[config.mk]
export PLATFORM = sky130hd
export DESIGN_NAME = dipbe_seq
export DESIGN_NICKNAME = d
export VERILOG_FILES = /design/src/hw/dipbe_pkg.sv /design/src/hw/dipbe_seq.sv
export SDC_FILE = /design/constraint.sdc
export NUM_CORES = 2
export LEC_CHECK = 0
export BUFFER_PORTS_ARGS = -buffer_cell sky130_fd_sc_hd__buf_2
export CAP_MARGIN = 15
export CORE_UTILIZATION = 45
export DETAILED_ROUTE_END_ITERATION = 10
export PLACE_DENSITY_LB_ADDON = 0.3
export RECOVER_POWER = 25
export SETUP_SLACK_MARGIN = 0.4
export SLEW_MARGIN = 15
export SYNTH_ARGS = -nofsm -noshare
export SYNTH_HDL_FRONTEND = slang
export SYNTH_SLANG_ARGS = --single-unit
[constraint.sdc]
create_clock -name core_clk -period 8.7 [get_ports core_clk]
set_clock_uncertainty 0.2 [all_clocks]
set_input_delay 0 -clock core_clk [delete_from_list [all_inputs] [get_ports core_clk]]
set_output_delay 0 -clock core_clk [all_outputs]
set_load 0.02 [all_outputs]
[src/hw/dipbe_pkg.sv]
// shared constants and types for the dual-input program and block erase sequencer
package dipbe_pkg;
  localparam int CLK_MHZ = 20; // core_clk rate
  // command opcodes
  localparam logic [7:0] OP_WREN = 8'h06;
  localparam logic [7:0] OP_WRDI = 8'h04;
  localparam logic [7:0] OP_DPROG = 8'hA2;
  localparam logic [7:0] OP_ERA4K = 8'h20;
  localparam logic [7:0] OP_ERA32K = 8'h52;
  localparam logic [7:0] OP_ERA64K = 8'hD8;
  // self-timed durations in microseconds, plain defaults
  localparam int BYTE_PROG_US = 20;
  localparam int PAGE_PROG_US = 1000;
  localparam int BLOCK_ERASE_US = 4000;
  localparam int BYTE_PROG_CYC = BYTE_PROG_US * CLK_MHZ;
  localparam int PAGE_PROG_CYC = PAGE_PROG_US * CLK_MHZ;
  localparam int BLOCK_ERASE_CYC = BLOCK_ERASE_US * CLK_MHZ;
  localparam int PAGE_BYTES = 256; // buffer depth, one page
  localparam int TIMER_W = 24;
  localparam int SECTOR_LSB = 16; // 64 Kbyte protection sectors
  // block base masks drop the in-block address bits
  localparam logic [23:0] MASK_4K = 24'hFFF000;
  localparam logic [23:0] MASK_32K = 24'hFF8000;
  localparam logic [23:0] MASK_64K = 24'hFF0000;
  typedef enum logic [1:0] {PH_OPC, PH_ADDR, PH_DATA, PH_IGN} dipbe_phase_t;
  typedef enum logic [1:0] {SQ_IDLE, SQ_WRITE, SQ_WAIT} dipbe_seq_t;
  typedef enum logic [1:0] {ER_4K, ER_32K, ER_64K} dipbe_esize_t;
  // command to the flash array
  typedef struct packed {
    logic we;
    logic erase;
    dipbe_esize_t esize;
    logic [23:0] addr;
    logic [7:0] wdata;
  } dipbe_arr_t;
  // status flags seen by a status read
  typedef struct packed {
    logic write_latch_flag;
    logic busy;
    logic prog_erase_error_flag;
  } dipbe_stat_t;
endpackage

[src/hw/dipbe_seq.sv]
// serial command sequencer for dual-input page program and block erase
// Function
// opcode A2h then three address bytes
// dual data two bits per clock, msb first
// program or erase only while latch set
// data past page end wraps within page
// keep only the final 256 bytes
// program buffered bytes, untouched ones stay erased
// abort program on short address, data or bits
// protected target: no program, back to idle
// program abort clears the write latch
// program self-timed, busy shown meanwhile
// host should poll busy for throughput
// latch cleared before cycle completes
// array failure sets error flag
// erase opcodes pick 4K, 32K, 64K block
// erase ignores bytes after the address
// low address bits ignored inside block
// erase needs full address and byte boundary
// protected erase target: nothing erased
// erase abort clears the write latch
// erase self-timed, busy shown meanwhile
// opcode 06h sets latch at deselect
// count clock edges during each frame
`timescale 1ns/1ns
module dipbe_seq
  import dipbe_pkg::*;
#(
  parameter int BYTE_PROG_CYCLES = BYTE_PROG_CYC,
  parameter int PAGE_PROG_CYCLES = PAGE_PROG_CYC,
  parameter int BLOCK_ERASE_CYCLES = BLOCK_ERASE_CYC
) (
  input wire logic core_clk,
  input wire logic rst_n,
  input wire logic spi_cs_n,
  input wire logic spi_sck,
  input wire logic spi_si,
  input wire logic upper_data_pin,
  input wire logic [15:0] sector_guard,
  input wire logic arr_fail,
  output dipbe_pkg::dipbe_arr_t arr,
  output dipbe_pkg::dipbe_stat_t stat
);
  import dipbe_pkg::*;

  // program must finish its buffer walk before the timer expires
  if (BYTE_PROG_CYCLES <= PAGE_BYTES || PAGE_PROG_CYCLES <= PAGE_BYTES ||
      BLOCK_ERASE_CYCLES < 1 || BLOCK_ERASE_CYCLES >= (1 << TIMER_W) ||
      PAGE_PROG_CYCLES >= (1 << TIMER_W) || BYTE_PROG_CYCLES >= (1 << TIMER_W)) begin : g_chk
    $error("dipbe_seq: timing parameters out of range");
  end

  // whole module state
  typedef struct packed {
    logic cs_s1, cs_s2, cs_d; // chip select synchroniser and history
    logic sck_s1, sck_s2, sck_d; // serial clock synchroniser and history
    logic si_s1, si_s2;
    logic up_s1, up_s2;
    logic live; // frame accepted while idle
    dipbe_phase_t phase;
    logic [7:0] op;
    logic [7:0] sh; // byte being shifted in
    logic [2:0] bitc; // bits of the current byte
    logic [1:0] bytec; // address bytes received
    logic [23:0] addr;
    logic [7:0] wptr; // next buffer slot, wraps in page
    logic [1:0] nbytes; // data bytes seen, saturates at two
    logic [PAGE_BYTES-1:0][7:0] pbuf;
    logic [PAGE_BYTES-1:0] valid; // slot holds host data
    dipbe_seq_t seq;
    logic [7:0] rptr;
    logic [TIMER_W-1:0] timer;
    logic fail;
    dipbe_arr_t arr;
    dipbe_stat_t stat;
  } dipbe_state_t;

  dipbe_state_t q, next_q;

  // edges seen on the synchronised pins
  logic sck_rise, cs_fall, cs_rise;
  assign sck_rise = q.sck_s2 & ~q.sck_d;
  assign cs_fall = q.cs_d & ~q.cs_s2;
  assign cs_rise = q.cs_s2 & ~q.cs_d;

  // erase opcode test, shared by decode and checks
  function automatic logic is_erase(input logic [7:0] op);
    return op == OP_ERA4K || op == OP_ERA32K || op == OP_ERA64K;
  endfunction

  // block base mask for an erase opcode
  function automatic logic [23:0] erase_mask(input logic [7:0] op);
    case (op)
      OP_ERA4K: return MASK_4K;
      OP_ERA32K: return MASK_32K;
      default: return MASK_64K;
    endcase
  endfunction

  logic hit; // target sector protected or locked
  assign hit = sector_guard[q.addr[SECTOR_LSB+3:SECTOR_LSB]];

  // next state
  always_comb begin
    logic dual;
    logic [3:0] nbit;
    logic [7:0] sh;
    logic boundary;
    dual = q.phase == PH_DATA;
    nbit = 4'h0;
    sh = 8'h00;
    boundary = q.bitc == 3'h0;
    next_q = q;
    // two flops on every serial pin before use
    next_q.cs_s1 = spi_cs_n;
    next_q.cs_s2 = q.cs_s1;
    next_q.cs_d = q.cs_s2;
    next_q.sck_s1 = spi_sck;
    next_q.sck_s2 = q.sck_s1;
    next_q.sck_d = q.sck_s2;
    next_q.si_s1 = spi_si;
    next_q.si_s2 = q.si_s1;
    next_q.up_s1 = upper_data_pin;
    next_q.up_s2 = q.up_s1;
    next_q.arr.we = 1'b0;
    next_q.arr.erase = 1'b0;
    // frame opens; frames begun while busy are ignored whole
    if (cs_fall) begin
      next_q.live = ~q.stat.busy;
      if (!q.stat.busy) begin
        next_q.phase = PH_OPC;
        next_q.op = 8'h00;
        next_q.bitc = 3'h0;
        next_q.bytec = 2'h0;
        next_q.nbytes = 2'h0;
        next_q.valid = '0;
      end
    end
    // shift on each rising serial clock inside an accepted frame
    if (sck_rise && q.live && !q.cs_s2) begin
      nbit = {1'b0, q.bitc} + (dual ? 4'h2 : 4'h1);
      sh = dual ? {q.sh[5:0], q.up_s2, q.si_s2} : {q.sh[6:0], q.si_s2};
      next_q.sh = sh;
      next_q.bitc = nbit[2:0];
      if (nbit[3]) begin
        case (q.phase)
          PH_OPC: begin
            next_q.op = sh;
            next_q.phase = (sh == OP_DPROG || is_erase(sh)) ? PH_ADDR : PH_IGN;
          end
          PH_ADDR: begin
            next_q.addr = {q.addr[15:0], sh};
            next_q.bytec = q.bytec + 2'h1;
            if (q.bytec == 2'h2) begin
              // erase drops any later bytes
              next_q.phase = (q.op == OP_DPROG) ? PH_DATA : PH_IGN;
              next_q.wptr = sh;
            end
          end
          PH_DATA: begin
            // overwriting old slots keeps only the last page of data
            next_q.pbuf[q.wptr] = sh;
            next_q.valid[q.wptr] = 1'b1;
            next_q.wptr = q.wptr + 8'h01;
            if (q.nbytes != 2'h2) begin
              next_q.nbytes = q.nbytes + 2'h1;
            end
          end
          default: ;
        endcase
      end
    end
    // frame closes: decide what the command does
    if (cs_rise && q.live) begin
      next_q.live = 1'b0;
      case (q.op)
        OP_WREN: begin
          if (boundary && q.phase != PH_OPC) begin
            next_q.stat.write_latch_flag = 1'b1;
          end
        end
        OP_WRDI: begin
          if (boundary && q.phase != PH_OPC) begin
            next_q.stat.write_latch_flag = 1'b0;
          end
        end
        OP_DPROG: begin
          if (q.stat.write_latch_flag) begin
            if (boundary && q.phase == PH_DATA && q.nbytes != 2'h0 && !hit) begin
              next_q.seq = SQ_WRITE;
              next_q.rptr = 8'h00;
              next_q.timer = (q.nbytes == 2'h1) ? TIMER_W'(BYTE_PROG_CYCLES)
                                                : TIMER_W'(PAGE_PROG_CYCLES);
              next_q.stat.busy = 1'b1;
              next_q.stat.write_latch_flag = 1'b0;
              next_q.stat.prog_erase_error_flag = 1'b0;
              next_q.fail = 1'b0;
            end else begin
              next_q.stat.write_latch_flag = 1'b0;
            end
          end
        end
        OP_ERA4K, OP_ERA32K, OP_ERA64K: begin
          if (q.stat.write_latch_flag) begin
            if (boundary && q.phase == PH_IGN && !hit) begin
              next_q.seq = SQ_WAIT;
              next_q.timer = TIMER_W'(BLOCK_ERASE_CYCLES);
              next_q.arr.erase = 1'b1;
              next_q.arr.addr = q.addr & erase_mask(q.op);
              next_q.arr.esize = (q.op == OP_ERA4K) ? ER_4K :
                                 (q.op == OP_ERA32K) ? ER_32K : ER_64K;
              next_q.stat.busy = 1'b1;
              next_q.stat.write_latch_flag = 1'b0;
              next_q.stat.prog_erase_error_flag = 1'b0;
              next_q.fail = 1'b0;
            end else begin
              next_q.stat.write_latch_flag = 1'b0;
            end
          end
        end
        default: ;
      endcase
    end
    // self-timed cycle; the timer also covers the buffer walk
    if (q.seq != SQ_IDLE) begin
      if (q.timer != '0) begin
        next_q.timer = q.timer - TIMER_W'(1);
      end
      if (arr_fail) begin
        next_q.fail = 1'b1;
      end
    end
    case (q.seq)
      SQ_WRITE: begin
        // slots with no data are skipped, so they stay erased
        if (q.valid[q.rptr]) begin
          next_q.arr.we = 1'b1;
          next_q.arr.addr = {q.addr[23:8], q.rptr};
          next_q.arr.wdata = q.pbuf[q.rptr];
        end
        next_q.rptr = q.rptr + 8'h01;
        if (q.rptr == 8'hFF) begin
          next_q.seq = SQ_WAIT;
        end
      end
      SQ_WAIT: begin
        if (q.timer == '0) begin
          next_q.seq = SQ_IDLE;
          next_q.stat.busy = 1'b0;
          next_q.stat.prog_erase_error_flag = q.fail | arr_fail;
        end
      end
      default: ;
    endcase
  end

  // state register, synchronous reset
  always_ff @(posedge core_clk) begin
    if (!rst_n) begin
      q <= '0;
    end else begin
      q <= next_q;
    end
  end

  assign arr = q.arr;
  assign stat = q.stat;
endmodule

### Word level (Yosys, flattened, before mapping)

Index checks and enable logic that the tools add are counted.

| operators by class | value |
|---|---|
| eq/ne operators | 23 |
| div/mod/pow operators | 0 |
| magnitude comparators | 4 |
| reductions and logical operators | 41 |
| mux-type cells | 77 |
| bitwise operators | 11 |
| multiply operators | 0 |
| $add $sub $neg | 6 |
| shifts and indexed selects | 0 |

Operators by type and width:

| operator | number |
|---|---|
| 2361-bit two-way mux | 1 |
| 2340-bit two-way mux | 1 |
| 2306-bit two-way mux | 1 |
| 2048-bit bitwise mux | 1 |
| 256-bit two-way mux | 2 |
| 256-bit OR | 1 |
| 24-bit two-way mux | 8 |
| 35-bit two-way mux | 3 |
| 25-bit two-way mux | 3 |
| 8-bit binary-select mux with 8-bit select | 1 |
| 8-bit demux with 8-bit select | 1 |
| 32-bit two-way mux | 2 |
| 8-bit two-way mux | 7 |
| 25-bit case mux with 2 select lines | 1 |
| 8-bit equality test, second input constant | 5 |
| 2-bit two-way mux | 19 |
| 16-bit case mux with 2 select lines | 1 |
| 10-bit two-way mux | 3 |
| 27-bit two-way mux | 1 |
| 26-bit two-way mux | 1 |
| 24-bit bitwise AND | 1 |
| 24-bit zero test | 1 |
| 24-bit nonzero test | 1 |
| 24-bit by 1-bit subtractor with 24-bit output, second input constant | 1 |
| other kinds (37) | 95 |

| word-level totals | value |
|---|---|
| output and inout bits | 39 |
| bits in latches | 0 |
| logic and storage cells | 450 |
| memories kept | 0 |
| bits in writable memories | 0 |
| input bits | 23 |
| bits in registers | 2,446 |
| ROM bits | 0 |

### Longest topological paths before layout

| logic depth | value |
|---|---|
| word-level depth | 15 |
| mapped depth | 15 |
| mapped depth without buffers | 10 |

### Worst setup path before layout

OpenSTA, ideal clock, no wires.

| timing | value |
|---|---|
| kind | register to register |
| from | register q[2433] (netlist bit) |
| to | register (tool-made name) |
| setup time | 0.128 ns |
| buffers on the path | 5 |
| setup slack | 5.045 ns |
| data arrival time | 3.327 ns |
| period minus slack after synthesis | 3.655 ns |
| required time | 8.372 ns |
| cell stages (with the launch flop) | 15 |
| cell sequence | dfxtp_1 > buf_2 > nor2b_1 > clkbuf_1 > inv_2 > clkbuf_1 > ha_1 > a21oi_1 > nand4b_1 > nor4b_1 > clkbuf_1 > nand2_1 > clkbuf_1 > a21oi_1 > nor2_1 |

RTL lines:

| element | line | RTL |
|---|---|---|
| from (decl) | dipbe_seq.sv:78 | `dipbe_state_t q, next_q;` |
| from (signal assigned) | dipbe_seq.sv:262 | `q <= next_q;` |

==> impl_results.md <==
- CP delay by family, top: buffers and inverters
- Final HPWL DP: 179 mm
- Total cell area at the placement stage: 0.102 mm^2
- Number of synthesized register bits: 2,445
- Total Routing Usage GR: 25.8%
- Overall routed net length: 299 mm
- Sequential share of the synthesized area: 48.4%
- Number of cells upsized or downsized after cts: 0
- Share of cells above drive strength 1: 12.7%
- Number of distinct library cells after synthesis: 77
- Maximum number of pins on one net before global-route repair: 269
- Type of the most critical hold path: reg2reg
- Most used flip-flop cell after synthesis: dfxtp_1
- Root cell of the clock tree: clkbuf_16
- Max Clock Freq: 148 MHz
- Kind of end point of the critical path: flip-flop
- Worst path buffer plus inverter count: 3
- Critical path start-end classification: reg2reg
- Worst Path Arrival: 7.30 ns
- First-pass detailed-route iteration total: 6
- CTS tree: done
- Initial Utilization: 45.4%
- Post-synth EDFFs: 0
- Die ar.: 0.226 mm^2
- Wire length of the first global-routing pass: 459 mm
- Max clock buf depth: 4
- Number of CTS-inserted buffers: 274
- Most used standard cell by instance count after synthesis: dfxtp_1
- Die height: 476 um
- WL met1: 128 mm
- Cell Area, Synth: 0.101 mm^2
- Result of the run: complete, but fails checks
- DRC Markers: 0
- Met2 wire length: 135 mm
- Area of the placeable core: 0.223 mm^2
- Min cycle time layout: 6.75 ns
- Hold slack: 0.213 ns
- Worst endpoint required time: 9.25 ns
- Number of endpoints failing setup at the final stage: 0
- Static leakage power: 33.2 nW
- Number of instances in the synthesized netlist: 10,600
- Setup bufs post-CTS: 0
- Synth top area share: 48.4%
- Sequential cell area: 0.0490 mm^2
- Via count of the first global-routing pass: 76,000
- Via-to-Cell Ratio: 6.10
- Overall Power: 22.6 mW
- Syn Area/Cell: 9.49 um^2
- Weighted congestion at the end of routability-driven global placement: 0.898
- Number of pins exceeding their max-slew limit in the final report: 758
- Length of routed met3 wiring: 23.6 mm
- Leading cell types by total area after synthesis: dfxtp_1 (48%), a211oi_1 (13%), mux4_2 (11%), nor2_1 (9.0%), clkbuf_1 (3.8%)
- Number of filler cells placed in the layout: 20,100
- DRC violation total after the first TritonRoute iteration: 8,732
- Vias: 80,300
- Number of nets in the synthesized netlist: 10,700
- Initial antenna violation count: 11
- Nature of the critical path startpoint: flip-flop
- Std-Cell Rows: 173
- Most common library cells after synthesis: dfxtp_1 (2,445), nor2_1 (2,435), a211oi_1 (1,753), clkbuf_1 (1,012), a21oi_1 (643)
- Finished Cell Area: 0.111 mm^2
- Async set-reset flop share out of synthesis: 0%
- Violations in the final reports: max-capacitance violations, max-slew violations
- Biggest fanout along the worst timing path: 73
- Largest stage delay on the critical path: 1.55 ns
- Global route overflow: 0
- Setup repair after global routing missed its margin: false
- Total number of nets in the final design: 10,000
- CP max stage cell: clkbuf_2
- Max Cap Viol: 13
- IO Pins: 62
- Yosys warnings: 0
- Number of input and output port buffers inserted: 61
- Tightest Pin Transition: 3.56 ns
- Dominant cell type by area after synthesis: dfxtp_1
- Pwr dens: 204 mW/mm^2
- Final setup TNS: 0 ns
- Layout overhead on the synthesized area: 9.65%
- Die Wd: 476 um
- Post-DR wirelength/cell: 22.7 um
- Multi-input combinational cell area: 0.0476 mm^2
- CTS Sinks: 2,445
- Clock latency reported for the late side of the worst-skew pair: 0.93 ns
- Maximum ir drop on the vdd rail: 0.178 mV
- Max transition margin: -137%
- Count of H-tree levels built during CTS: 5
- Chain of cells forming the critical path: nor2b_1 > inv_1 > nand2_1 > a21boi_0 > clkbuf_2 > clkbuf_2 > nor2_1 > a21oi_1 > nor2_1
- Share of the cycle needed by the critical path after routing: 77.6%
- Top sig layer: met5
- Clock-pin slew of the registers on the worst-case setup and hold paths: 0.06 ns
- Post-detailed-route count of antenna-violating nets: 0
- Final hold violation count: 0
[kinds of logic (layout without fill, tap and decap cells)]
group | count (synthesis) | after routing | share of synthesized area [%]
AO/OA/AOI/OAI | 3081 | 3081 | 20.7
XOR/XNOR | 11 | 11 | 0.0954
adder cells (fa/ha/maj) | 14 | 14 | 0.181
buffers and inverters | 1199 | 732 | 4.73
flip-flops | 2445 | 2445 | 48.4
multiplexers | 674 | 674 | 13.2
other | 0 | 3 | 0
AND/OR/NAND/NOR | 3223 | 3223 | 12.6
[power breakdown]
part / internal [mW] / switching, mW / leakage (nW)
registers: 11.2 / 0.00419 / 19.7
logic: 0.0373 / 0.232 / 9.25
clock network: 6.56 / 4.59 / 4.23
[cell usage in the layout (no fill, tap or decap), drive strengths merged, types with 4 or more instances in the layout]
master | synthesis | routed
a211oi | 1753 | 1753
a21oi | 643 | 643
nor4 | 9 | 9
buf | 167 | 166
nand3 | 155 | 155
clkbuf | 1012 | 463
nand2b | 10 | 10
mux2 | 130 | 130
o22ai | 10 | 10
a221oi | 66 | 66
a41oi | 8 | 8
a22oi | 218 | 218
nor2b | 15 | 15
nor3b | 5 | 5
clkinvlp | 0 | 4
a311oi | 6 | 6
nand2 | 466 | 466
dlygate4sd3 | 0 | 18
inv | 19 | 26
dfxtp | 2445 | 2445
o21ai | 285 | 285
clkinv | 1 | 47
o31ai | 7 | 7
mux4 | 515 | 515
a31oi | 44 | 44
a32oi | 10 | 10
bufinv | 0 | 8
a21boi | 6 | 6
ha | 13 | 13
or4 | 5 | 5
nand3b | 6 | 6
a211o | 4 | 4
nor3 | 19 | 19
mux2i | 29 | 29
nor2 | 2436 | 2436
and3 | 6 | 6
or2 | 5 | 5
and2 | 28 | 28
xnor2 | 9 | 9
nand4 | 42 | 42
[tightest hold or removal path: stages, from the launching register on]
cell     delay [ns]
dfxtp_1        0.31
nand2_1        0.05
mux2i_1        0.05
[cell type report]
| type | count | share of cell area [%] |
|---|---|---|
| antenna | 3 | 0.00678 |
| clock buffer | 392 | 7.16 |
| clock inverter | 65 | 0.564 |
| inverter | 20 | 0.0745 |
| multi-input combinational | 7003 | 42.9 |
| sequential | 2445 | 44.2 |
| tap | 2975 | 3.36 |
| timing repair buffer | 255 | 1.72 |
[path summary, 6_finish.rpt]
path	depth (start not counted)	to	from	slack [ns]
max reg2reg	9	flip-flop	q[2434]$_SDFF_PN0_	1.95
min	2	arr[30]$_SDFF_PN0_	q[2410]$_SDFFE_PN0P_	0.21
min reg2reg	2	arr[30]$_SDFF_PN0_	q[2410]$_SDFFE_PN0P_	0.21
max	9	flip-flop	q[2434]$_SDFF_PN0_	1.95
[routing by layer]
metal | global-route usage, % | up-vias
met5 | 0 | -
met3 | 4.33 | 602
li1 | - | 37400
met2 | 40.4 | 3159
met4 | 10.8 | 6
met1 | 35.3 | 39200
[repair_timing]
item | CTS | global route
setup endpoints to repair | 0 | 0
endpoints found under the hold margin | 108 | 0
hold buffers | 18 | 0
[per-stage QoR]
| stage | setup WS, ns | utilization [%] | cells |
|---|---|---|---|
| floorplan | 5.05 | - | 10600 |
| global placement | 3.25 | 45.8 | 12700 |
| detailed placement | 3.23 | 45.8 | 12700 |
| CTS | 3.17 | 49.8 | 13100 |
| global route | 1.48 | 49.7 | 13200 |
| finish | 1.95 | 49.7 | 13200 |
Note: power is estimated with default switching activity, not from simulation.
